File: config.mk
export PLATFORM = sky130hd
export DESIGN_NAME = memory_type_attribute_table
export DESIGN_NICKNAME = d
export VERILOG_FILES = /design/src/attr_table_pkg.sv /design/src/attr_field_check.sv /design/src/memory_type_attribute_table.sv
export SDC_FILE = /design/constraint.sdc
export NUM_CORES = 1
export LEC_CHECK = 0
export ABC_CLOCK_PERIOD_IN_PS = 1050
export BUFFER_PORTS_ARGS = -buffer_cell sky130_fd_sc_hd__buf_2
export CAP_MARGIN = 20
export CORE_ASPECT_RATIO = 1.1
export CORE_UTILIZATION = 41
export DETAILED_ROUTE_END_ITERATION = 10
export GPL_TIMING_DRIVEN = 0
export PLACE_DENSITY = 0.79
export SETUP_SLACK_MARGIN = 0.5
export SYNTH_ARGS = -nofsm -noshare
export SYNTH_HDL_FRONTEND = slang
export SYNTH_SLANG_ARGS = --single-unit
File: constraint.sdc
create_clock -name clock_i -period 1.05 [get_ports clock_i]
set_input_delay 0.21 -clock clock_i [delete_from_list [all_inputs] [get_ports clock_i]]
set_output_delay 0.21 -clock clock_i [all_outputs]
set_load 0.1 [all_outputs]
File: src/attr_table_pkg.sv
// Contract
// [RULE1] feature flag bit 16 of edx reported for identification leaf 1
// [RULE2] no enable control; lookup always active whenever paging is on
// [RULE3] table is one 64-bit model register at fixed address 277h
// [RULE4] eight byte fields; low three bits type, high five reserved zero
// [RULE5] defined codes 00h, 01h, 04h, 05h, 06h, 07h, one memory type each
// [RULE6] write with code 02h, 03h or 08h-ffh raises general-protection fault
// [RULE7] faulting write leaves all eight fields unchanged
// [RULE8] index is high bit, cache-disable, write-through; selects field 0-7
// [RULE9] high bit 7 (4k) or 12 (large); disable bit 4, through bit 3
// [RULE10] selected field combined with range type gives effective type; the code has no range type and outputs the selected field type alone
// [RULE11] reset 0,4 back; 1,5 through; 2,6 weak uncached; 3,7 uncached
// [RULE12] soft initialization leaves the table unchanged
// [RULE13] read and write allowed only at privilege level 0
// [RULE14] software keeps caches and translation buffers consistent on change
// [RULE15] software never aliases one page with different memory types
// [RULE16] to remap cacheable as combining: unmap, flush buffers, map, flush
// [RULE17] table also used as directory may only select fields 0 to 3
// [RULE18] cache-disable and write-through bits never set the type directly
// [RULE19] software should keep fields 0 to 3 at reset values
package attr_table_pkg;
  localparam logic [31:0] page_attribute_table_addr = 32'h0000_0277;
  localparam logic [31:0] feature_leaf = 32'h0000_0001;
  localparam int feature_flag_bit = 16;
  localparam int field_width = 8;
  localparam int type_width = 3;
  localparam int field_count = 8;
  localparam int idx_high_small_pos = 7;
  localparam int idx_high_large_pos = 12;
  localparam int cache_disable_pos = 4;
  localparam int write_through_pos = 3;
  localparam logic [7:0] uncacheable_type = 8'h00;
  localparam logic [7:0] write_combining_type = 8'h01;
  localparam logic [7:0] write_through_type = 8'h04;
  localparam logic [7:0] write_protected_type = 8'h05;
  localparam logic [7:0] write_back_type = 8'h06;
  localparam logic [7:0] overridable_uncached_type = 8'h07;
  localparam logic [63:0] table_reset_value = {
    uncacheable_type, overridable_uncached_type,
    write_through_type, write_back_type,
    uncacheable_type, overridable_uncached_type,
    write_through_type, write_back_type};
endpackage

File: src/attr_field_check.sv
`timescale 1ns/1ps
module attr_field_check
  import attr_table_pkg::*;
(
  input wire logic [7:0] field_i,
  output logic legal_o
);
  // only 00,01,04,05,06,07 are defined codes
  always_comb
  begin
    unique case (field_i)
      uncacheable_type, write_combining_type, write_through_type,
      write_protected_type, write_back_type,
      overridable_uncached_type: legal_o = 1'b1; // RULE5
      default: legal_o = 1'b0; // RULE6
    endcase
  end
endmodule

File: src/memory_type_attribute_table.sv
`timescale 1ns/1ps
module memory_type_attribute_table
  import attr_table_pkg::*;
(
  input wire logic clock_i,
  input wire logic rstn_i,
  input wire logic soft_init_i,
  input wire logic msr_rd_i,
  input wire logic msr_wr_i,
  input wire logic [31:0] msr_addr_i,
  input wire logic [63:0] msr_wdata_i,
  input wire logic [1:0] current_privilege_level_i,
  input wire logic feat_req_i,
  input wire logic [31:0] feat_leaf_i,
  input wire logic lookup_valid_i,
  input wire logic [63:0] page_entry_i,
  input wire logic large_page_i,
  output logic [63:0] msr_rdata_o,
  output logic msr_done_o,
  output logic general_protection_fault_o,
  output logic feat_valid_o,
  output logic [31:0] feat_edx_o,
  output logic lookup_valid_o,
  output logic [2:0] entry_index_o,
  output logic [2:0] page_type_o
);
  logic [63:0] page_attribute_table;
  logic [63:0] next_table;
  logic [63:0] msr_rdata;
  logic [63:0] next_rdata;
  logic msr_done;
  logic next_done;
  logic fault_q;
  logic next_fault;
  logic feat_valid;
  logic [31:0] feat_edx;
  logic [31:0] next_edx;
  logic lk_valid;
  logic [2:0] lk_index;
  logic [2:0] lk_type;
  logic [2:0] next_index;
  logic [2:0] next_type;
  logic next_feat_valid;
  logic next_lk_valid;
  logic [2:0] sel_index;
  logic [type_width-1:0] sel_type;
  logic [type_width-1:0] field_type [field_count];
  logic [field_count-1:0] field_ok;
  logic all_ok;
  logic addr_hit;
  logic priv_ok;

  // per field: legality of the written byte and the stored type bits
  genvar g;
  generate
    for (g = 0; g < field_count; g++)
    begin : per_field
      attr_field_check u_chk (
        .field_i(msr_wdata_i[g*field_width +: field_width]),
        .legal_o(field_ok[g])
      );
      // reserved bits are always zero in the store, so only types travel
      assign field_type[g] =
        page_attribute_table[g*field_width +: type_width]; // RULE4
    end
  endgenerate

  assign all_ok = &field_ok;
  assign addr_hit = (msr_addr_i == page_attribute_table_addr); // RULE3
  assign priv_ok = (current_privilege_level_i == 2'h0); // RULE13

  // register access: validate, then store or fault
  always_comb
  begin
    next_table = page_attribute_table;
    next_rdata = msr_rdata;
    next_done = 1'b0;
    next_fault = 1'b0;
    if (msr_wr_i && addr_hit)
    begin
      next_done = 1'b1;
      if (priv_ok && all_ok)
        next_table = msr_wdata_i; // RULE4
      else
        next_fault = 1'b1; // RULE6 RULE7 RULE13
    end
    else if (msr_rd_i && addr_hit)
    begin
      next_done = 1'b1;
      if (priv_ok)
        next_rdata = page_attribute_table;
      else
        next_fault = 1'b1; // RULE13
    end
  end

  // table and access answer registers
  // soft_init_i deliberately not used here: only a hard reset reloads them
  always_ff @(posedge clock_i or negedge rstn_i)
  begin
    if (!rstn_i)
    begin
      page_attribute_table <= table_reset_value; // RULE11
      msr_rdata <= 64'h0000_0000_0000_0000;
      msr_done <= 1'b0;
      fault_q <= 1'b0;
    end
    else
    begin
      page_attribute_table <= next_table; // RULE12
      msr_rdata <= next_rdata;
      msr_done <= next_done;
      fault_q <= next_fault;
    end
  end

  // feature identification answer: edx held until the next request, valid flag follows feat_req_i one cycle later
  always_comb
  begin
    next_feat_valid = feat_req_i;
    next_edx = feat_edx;
    if (feat_req_i)
    begin
      next_edx = 32'h0000_0000;
      if (feat_leaf_i == feature_leaf)
        next_edx[feature_flag_bit] = 1'b1; // RULE1
    end
  end

  // feature answer registers
  always_ff @(posedge clock_i or negedge rstn_i)
  begin
    if (!rstn_i)
    begin
      feat_valid <= 1'b0;
      feat_edx <= 32'h0000_0000;
    end
    else
    begin
      feat_valid <= next_feat_valid;
      feat_edx <= next_edx;
    end
  end

  // index formation and field select, no enable gate
  // cache-disable and write-through bits only index, they never pick a type
  always_comb
  begin
    if (large_page_i)
      sel_index[2] = page_entry_i[idx_high_large_pos]; // RULE9
    else
      sel_index[2] = page_entry_i[idx_high_small_pos]; // RULE9
    sel_index[1] = page_entry_i[cache_disable_pos]; // RULE9
    sel_index[0] = page_entry_i[write_through_pos]; // RULE9
    sel_type = field_type[sel_index]; // RULE2 RULE8 RULE18
    next_lk_valid = lookup_valid_i;
    next_index = lk_index;
    next_type = lk_type;
    if (lookup_valid_i)
    begin
      next_index = sel_index;
      next_type = sel_type; // RULE10
    end
  end

  // lookup answer registers
  always_ff @(posedge clock_i or negedge rstn_i)
  begin
    if (!rstn_i)
    begin
      lk_valid <= 1'b0;
      lk_index <= 3'h0;
      lk_type <= 3'h0;
    end
    else
    begin
      lk_valid <= next_lk_valid;
      lk_index <= next_index;
      lk_type <= next_type;
    end
  end

  // outputs straight from the answer registers
  assign msr_rdata_o = msr_rdata;
  assign msr_done_o = msr_done;
  assign general_protection_fault_o = fault_q;
  assign feat_valid_o = feat_valid;
  assign feat_edx_o = feat_edx;
  assign lookup_valid_o = lk_valid;
  assign entry_index_o = lk_index;
  assign page_type_o = lk_type;
endmodule

==> results of run 1 <==
per-layer routing:
metal / GRT usage / share of wire
met2: 0.457 / 0.56
met3: 0.0564 / 0.052
met5: 0 / 0.00067
met1: 0.263 / 0.36
met4: 0.0867 / 0.030
cell usage after synthesis:
cell	count	area (sq um)
a21oi_1	4	20.0
and2_1	40	250
and3b_2	1	10.0
and4bb_4	1	16.3
buf_12	7	140
buf_4	31	233
buf_6	2	22.5
clkbuf_1	7	26.3
conb_1	1	3.75
dfrtp_1	127	3180
dfstp_2	12	315
inv_1	3	11.3
mux2_1	4	45.0
mux2_2	6	67.6
mux2_4	80	1200
mux2i_1	4	40.0
mux4_2	6	135
nand2_1	2	7.51
nand2b_1	6	37.5
nand3_1	1	5.00
nand4_1	5	31.3
nand4_4	1	21.3
nand4b_1	2	17.5
nor2_1	7	26.3
nor2b_1	1	6.26
nor3_1	1	5.00
nor3_2	1	10.0
nor4_1	21	131
nor4_2	1	12.5
nor4b_1	1	8.76
nor4bb_1	1	10.0
o2111ai_1	2	17.5
o211a_1	1	10.0
o21a_1	1	7.51
o21ai_0	1	5.00
or4_1	1	7.51
final cells by class:
class                      instances  area [sq um]
timing repair buffer             276          2930
sequential                       139          3770
fill                             765          3830
multi-input combinational        234          2560
buffer                            47           515
inverter                           3          11.3
clock buffer                      22           474
clock inverter                    10           115
tap                              192           240
worst max-delay path, cell delays in order:
cell and delay (ps):
buf_2 110, nor4_4 260, nand2_1 110, and4bb_4 370
and3b_2 210, buf_12 160, buf_12 160, mux2_4 330
registers in the layout, summed over array words and instances (netlist names):
name,cells
entry_index_o,3
feat_edx_o,1
feat_valid_o,1
general_protection_fault_o,1
lookup_valid_o,1
msr_done_o,1
msr_rdata_o,64
page_attribute_table,64
page_type_o,3
power breakdown:
group,leakage (nW),internal (mW),switching (mW),total [mW]
Combinational,3.00,0.489,1.01,1.49
Clock,0.283,3.68,2.32,6.00
Sequential,1.74,5.40,0.0307,5.43
Total,5.02,9.57,3.35,12.9
path summary, 6_finish.rpt:
| check | cells after the start | endpoint | slack [ps] |
|---|---|---|---|
| min in group clock_i | 1 | feat_valid_o | -60 |
| hold / removal | 1 | page_attribute_table[44] | -280 |
| hold reg to reg | 1 | page_attribute_table[3] | 500 |
| setup reg to reg | 3 | page_type_o[0] | -340 |
| setup / recovery | 8 | msr_rdata_o[28] | -590 |
| max in group asynchronous | 2 | page_attribute_table[18] | 690 |
through the flow:
step / area [sq um] / setup TNS, ps / utilization
finish: 10600 / -81050 / 0.735
global route: 10600 / -90690 / 0.735
CTS: 10300 / -80140 / 0.713
detailed placement: 7950 / -132940 / 0.550
global placement: 7910 / -424030 / 0.548
floorplan: 6610 / -81260 / -
repair_timing:
action,CTS,global route
pin swaps,2,8
gates cloned,8,0
gates resized for setup,361,38
endpoints found under the setup margin,264,251
setup buffers,31,22
hold endpoints to repair,44,43
cells by family after synthesis:
| logic type | after synthesis | share of synthesized area |
|---|---|---|
| AO/OA/AOI/OAI | 9 | 0.00986 |
| multiplexers | 100 | 0.244 |
| AND/OR/NAND/NOR | 94 | 0.101 |
| flip-flops | 139 | 0.573 |
| other | 1 | 0.000615 |
| buffers and inverters | 50 | 0.0710 |
==> impl_metrics.yaml, run 1 <==
placed_design:
  dp_cells: 829
  globalplace.congestion: 0.816
  hpwl_mm: 11.0
  pre_cts_slack_ps: -1110
  io_buffers: 213
timing:
  setup_violations: 206
  clock.fmax_mhz: 611
  slew_viol_final: 0
  tightest_slew_ps: 474
  clock_skew_ps: 8.54
  finalHoldViolCount: 43
  finalCritPeriodShare: 1.56
  max_slew_margin: 0.678
  timing.final.ws_setup_ps: -586
  hold_ws_ps: -278
  finalWorstPathRequiredPeriod_ps: 1640
  rsz0062_at_grt: "yes"
min_path:
  min_path_type: "input pin to async pin"
cts:
  h-tree-depth: 4
  insertion_delay_ps: 420
  clockBufferDepth: 2
  numClockSinks: 139
  hold_buffers: 1
  cts_buffers: 17
  clockRootBuffer: "clkbuf_16"
  clk_pin_slew_ps: 60
  cts_tree: "yes"
routing:
  dr.pass1.iters: 4
  detail-route-antenna-nets: 0
  drc_errors: 0
  drtIter0Drc: 303
  avgViaCountPerCell: 4.93
  wl_mm: 19.5
  wl_per_cell_um: 21.1
  via_count: 4554
worst_setup_path:
  path_class: "input pin to register"
  cp-end-kind: "register"
  setup.worst_path.start: "msr_addr_i[10]"
  critPathRequiredTime_ps: 1340
  start_kind: "input pin"
  r2r-start: "page_attribute_table[0]"
  crit_path_max_fanout: 10
  worst_ep_arrival_time_ps: 1930
pwr:
  ir_worst_vdd_uv: 918
  p_total_mw: 12.9
  p_leak_nw: 5.02
  p_per_area_nw_per_um2: 1220
synthesis:
  syn-instance-count: 393
  yosysWarnings: 0
  yosysUniqueCellTypes: 36
  synthesis.area_sq_um: 6090
  ys_seq_area_frac: 0.573
  ys_ff_latch: 139
  synth.avg_cell_area_sq_um: 15.5
floorplanning:
  die_width_um: 118
  ios: 308
  die_y_um: 130
  die-area_sq_um: 15400
  rows: 46
  initial_utilization: 0.422
  core_area_sq_um: 14400
status:
  failed_checks: "hold timing, setup timing"
  status: "finished with violations"
finish:
  antenna_cells: 0
  final_cell_mix: "126 x buf_2, 87 x buf_12, 83 x mux2_4, 79 x buf_4, 75 x dfrtp_4"
  final_nets: 920
  drive_gt1_frac: 0.813
  final_common_cell: "buf_2"
  syn2layout_area_growth_pct: 74.3
  finalNonFillerCells: 923
global_routing:
  grt_max_degree: 50
  grt_pass1_wl_mm: 27.4
  grt_pass1_vias: 4694
  antenna_found_initial: 1
  track_usage: 0.241
  grt-ovfl-total: 0
run:
  cap_violations: 0
No activity file was read; power rests on OpenSTA's default activity.
==> run 2: changes to the inputs <==
- CELL_PAD_IN_SITES_DETAIL_PLACEMENT: not set -> 2
- CELL_PAD_IN_SITES_GLOBAL_PLACEMENT: not set -> 2
- CORE_UTILIZATION: 41 -> 26
==> run 2 against run 1 <==
- the run still ends with hold timing, setup timing left
- register-to-register slack better by 40 ps
- die area is 57% higher
- global-route usage is 5.6 points lower
- cell count is 13% higher
- critical path type unchanged
- flip-flop and latch count stayed put
==> impl_metrics.yaml, run 2 (synthesized netlist as in run 1, its figures left out) <==
worst_setup_path:
  timing.critical_path.mode_cell: "buf_12"
  cp_cell_sequence: "buf_2 > nor4_4 > nand4_1 > and4bb_4 > and3b_2 > buf_12 > buf_12 > clkbuf_16 > mux2_4"
  setup.worst_path.start: "msr_addr_i[21]"
  start_kind: "input pin"
  crit_path_max_fanout: 5
  reg2regPathDepth: 3
  critPathMaxStageDelay_ps: 360
  cp-end-kind: "register"
  slowest_stage: "and4bb_4"
  r2r-start: "page_attribute_table[25]"
  critPathRequiredTime_ps: 1360
  worst_ep_arrival_time_ps: 2030
  path_class: "input pin to register"
pwr:
  switchingPower_mw: 3.57
  p_per_area_nw_per_um2: 1200
  ir_worst_vdd_uv: 890
  swShare: 0.273
  p_leak_nw: 5.13
  pwr-share-comb: 0.115
  intPower_mw: 9.50
  p_total_mw: 13.1
  p_seq_frac: 0.415
  power_frac_clock: 0.471
finish:
  drive_gt1_frac: 0.815
  final_nets: 929
  fill_cells: 2169
  final_area_sq_um: 10900
  syn2layout_area_growth_pct: 79.4
  final_common_cell: "buf_2"
  final_cell_mix: "129 x buf_2, 90 x buf_12, 82 x mux2_4, 80 x buf_4, 75 x dfrtp_4"
placed_design:
  hpwl_mm: 13.6
  pre_cts_slack_ps: -1330
  io_buffers: 213
  globalplace.congestion: 0.749
  placed_area_sq_um: 8080
cts:
  clockRootBuffer: "clkbuf_16"
  numClockSinks: 139
  clk_pin_slew_ps: 70
  cts_buffers: 17
  insertion_delay_ps: 420
  h-tree-depth: 4
  cts_tree: "yes"
  clockBufferDepth: 2
  hold_buffers: 1
routing:
  drc_errors: 0
  detail-route-antenna-nets: 0
  avgViaCountPerCell: 4.32
  wl_mm: 22.0
  drtIter0Drc: 98
  via_count: 4496
  wl_per_cell_um: 21.1
  dr.pass1.iters: 4
global_routing:
  grt_pass1_vias: 5190
  track_usage: 0.185
  antenna_found_initial: 3
  grt-ovfl-total: 0
  grt_max_degree: 72
  grt_pass1_wl_mm: 32.5
timing:
  finalHoldViolCount: 67
  finalWorstPathRequiredPeriod_ps: 1720
  rsz0062_at_grt: "yes"
  tightest_slew_ps: 620
  hold_ws_ps: -334
  max_slew_margin: 0.575
  fin_setup_tns_ps: -97890
  setup_violations: 206
  slew_viol_final: 0
  clock_skew_ps: 9.71
  timing.final.ws_setup_ps: -670
  finalCritPeriodShare: 1.64
  clock.fmax_mhz: 581
floorplanning:
  die_y_um: 163
  die-area_sq_um: 24100
  rows: 58
  initial_utilization: 0.266
  die_width_um: 148
  ios: 308
  core_area_sq_um: 22900
status:
  status: "finished with violations"
  failed_checks: "hold timing, setup timing"
min_path:
  min_path_type: "input pin to async pin"
run:
  cap_violations: 0
run 2: changes by cell type in the layout (fill, tap and decap cells not counted), moves of 2 or more:
cell and delta:
clkbuf_16 +8, buf_8 -5, inv_6 +5, buf_12 +3, buf_2 +3, clkinv_4 +3
clkinvlp_4 -3, clkbuf_8 -2, clkinv_2 -2
run 2: routing by layer:
metal / part of all wire / vias up / routed length [um] / GRT usage
met3: 0.064 / 21 / 1410 / 0.0602
met5: 0.00082 / - / 18 / 0
met2: 0.56 / 178 / 12400 / 0.351
li1: - / 1996 / - / -
met4: 0.011 / 4 / 251 / 0.0426
met1: 0.36 / 2297 / 7980 / 0.197
run 2: worst max-delay path: cells and delay by family:
family        cells  cell delay, ps
buf+inv           4             530
mux               1             300
simple gates      4             970
run 2: cell type report:
cell class	instances	area, sq um	area share
clock inverters	13	153	0.0140
plain buffers	47	546	0.0499
clock buffers	19	443	0.0405
multi-input cells	234	2540	0.233
well taps	300	375	0.0343
flip-flops and latches	139	3780	0.345
repair buffers	285	3080	0.282
diodes	1	2.50	0.000229
inverters	3	11.3	0.00103
run 2: stage by stage:
| step | utilization | std cells |
|---|---|---|
| final | 0.477 | 1041 |
| after global placement | 0.351 | 936 |
| after global routing | 0.477 | 1041 |
| after CTS | 0.464 | 1017 |
| after detailed placement | 0.352 | 937 |
| after floorplan | - | 423 |
run 2: power by group through the flow:
stage          registers [mW]  logic [mW]  clock network [mW]
3_5_place_dp             5.51        1.34                   0
5_1_grt                  5.42        1.57                6.51
2_1_floorplan            5.69       0.677                   0
6_report                 5.42        1.50                6.15
4_1_cts                  5.42        1.47                6.27
3_3_place_gp             5.51        1.30                   0
run 2: what timing repair did:
action,CTS,global route
pin swaps,9,4
setup buffers,40,18
endpoints found under the setup margin,281,213
endpoints found under the hold margin,69,67
gates resized for setup,379,13
cloned,7,5
run 2: worst paths after layout:
check                                            to  slack, ps
min in group clock_i                   feat_valid_o        -50
max reg2reg                          page_type_o[1]       -300
min                                 msr_rdata_o[47]       -330
max in group asynchronous   page_attribute_table[1]        630
max                                 msr_rdata_o[37]       -670
min reg2reg                page_attribute_table[52]        510
==> run 3: changes to the inputs <==
- ABC_CLOCK_PERIOD_IN_PS: 1050 -> 2000
- CORE_UTILIZATION: 26 -> 32
- CTS_BUF_LIST: not set -> sky130_fd_sc_hd__clkbuf_4
- PLACE_DENSITY: 0.79 -> 0.9
- clock period: 1.05 -> 2 ns (I/O delays scaled with it)
==> run 3 against run 2 <==
- the run now ends clean
- power fell by 55%
- register-to-register slack improved by 930 ps
- flip-flop and latch count did not move
- critical path depth fell by 1
- non-clock buffer count rose by 1
- combinational power fell by 49%
- clock power fell by 64%
- cell area fell by 8.1%
- largest power group is now registers
==> impl_metrics.yaml, run 3 (synthesized netlist as in run 1, its figures left out) <==
finish:
  syn2layout_area_growth_pct: 64.8
  finalNonFillerCells: 989
  drive_gt1_frac: 0.683
  final_cell_mix: "130 x buf_2, 124 x dfrtp_1, 87 x buf_4, 85 x buf_12, 84 x mux2_4"
  final_nets: 930
  final_common_cell: "buf_2"
  postLayoutCoreUtil: 0.542
pwr:
  swShare: 0.301
  power_frac_clock: 0.382
  p_seq_frac: 0.486
  ir_worst_vdd_uv: 324
  intPower_mw: 4.08
  p_per_area_nw_per_um2: 581
  p_leak_nw: 5.03
  pwr-share-comb: 0.132
  p_total_mw: 5.84
  switchingPower_mw: 1.76
floorplanning:
  die-area_sq_um: 19600
  die_y_um: 147
  initial_utilization: 0.329
  rows: 52
  core_area_sq_um: 18500
  ios: 308
  die_width_um: 134
timing:
  rsz0062_at_grt: "yes"
  timing.final.ws_setup_ps: 285
  clock_skew_ps: 25.8
  finalWorstPathRequiredPeriod_ps: 1710
  setup_violations: 0
  finalCritPeriodShare: 0.857
  fin_setup_tns_ps: 0
  clock.fmax_mhz: 583
  tightest_slew_ps: 558
  finalHoldViolCount: 0
  slew_viol_final: 0
  max_slew_margin: 0.617
routing:
  wl_mm: 22.5
  dr.pass1.iters: 4
  drc_errors: 0
  avgViaCountPerCell: 4.62
  via_count: 4567
  detail-route-antenna-nets: 0
  wl_per_cell_um: 22.8
  drtIter0Drc: 126
min_path:
  min_from: "msr_wdata_i[40]"
  min_to: "page_attribute_table[40]"
  min_path_type: "input pin to register"
  hold_path_depth: 2
placed_design:
  io_buffers: 213
  dp_cells: 880
  pre_cts_slack_ps: -428
  hpwl_mm: 13.9
  globalplace.congestion: 0.775
run:
  cap_violations: 0
global_routing:
  grt-ovfl-total: 0
  grt_pass1_wl_mm: 32.9
  grt_pass1_vias: 5500
  track_usage: 0.229
  grt_max_degree: 86
  antenna_found_initial: 5
worst_setup_path:
  reg2regPathDepth: 3
  path_class: "input pin to register"
  crit_path_max_fanout: 10
  start_kind: "input pin"
  cp-end-kind: "register"
  r2r-end: "page_type_o[2]"
  critPathRequiredTime_ps: 2420
  worst_ep_arrival_time_ps: 2140
  ff2ff_setup_slack_ps: 630
  r2r-start: "page_attribute_table[26]"
cts:
  numClockSinks: 139
  clk_pin_slew_ps: 150
  cts_tree: "yes"
  insertion_delay_ps: 570
  h-tree-depth: 4
  cts_buffers: 17
  clockBufferDepth: 2
  clockRootBuffer: "clkbuf_4"
status:
  status: "finished clean"
## run 3: critical path, cell delays in order
cell and delay [ps]:
buf_8 100, nor4_4 270, nand4_1 150, and4bb_4 340, and3b_2 220, buf_12 170
buf_12 160, mux2_4 310
## run 3: final cells by class
type	count	area (sq um)
Fill cell	1656	8500
Tap cell	243	304
Clock buffer	17	128
Clock inverter	15	210
Antenna cell	5	12.5
Timing Repair Buffer	286	2960
Sequential cell	139	3500
Multi-Input combinational cell	234	2440
Buffer	47	485
Inverter	3	11.3
## run 3: worst max-delay path by stage
| stage | start | end | depth (start not counted) |
|---|---|---|---|
| 6_report | msr_addr_i[18] | msr_rdata_o[9] | 8 |
| 5_1_grt | msr_addr_i[29] | msr_rdata_o[9] | 8 |
| 4_1_cts | entry_index_o[2] | entry_index_o[2] | 1 |
| 3_5_place_dp | msr_addr_i[10] | page_attribute_table[58] | 7 |
| 3_3_place_gp | rstn_i | general_protection_fault_o | 1 |
| 2_1_floorplan | msr_addr_i[18] | msr_rdata_o[0] | 7 |
## run 3: stage by stage
step | instance area [sq um] | hold slack, ps
global placement | 7660 | 471
finish | 10000 | 79.0
global route | 10000 | 29.5
floorplan | 6290 | 104
detailed placement | 7700 | 398
CTS | 9690 | 25.3
## run 3: layer usage
layer | wire, um | GRT usage | share of wire
met2 | 13100 | 0.447 | 0.58
met3 | 1080 | 0.0556 | 0.048
met5 | 0 | 0 | 0
met4 | 499 | 0.0898 | 0.022
met1 | 7810 | 0.228 | 0.35
## run 3: timing repair
action / in CTS / in global routing
cloned: 4 / 2
hold buffers: 3 / 0
endpoints found under the setup margin: 203 / 204
gates resized for setup: 336 / 30
pin swaps: 2 / 4
buffers inserted: 39 / 24
hold endpoints to repair: 54 / 0
## run 3: power groups by stage
stage          clock network [mW]  registers (mW)  logic (mW)
2_1_floorplan                   0            2.97       0.350
3_5_place_dp                    0            2.88       0.695
4_1_cts                      2.22            2.84       0.741
6_report                     2.23            2.84       0.769
5_1_grt                      2.36            2.84       0.803
3_3_place_gp                    0            2.88       0.665
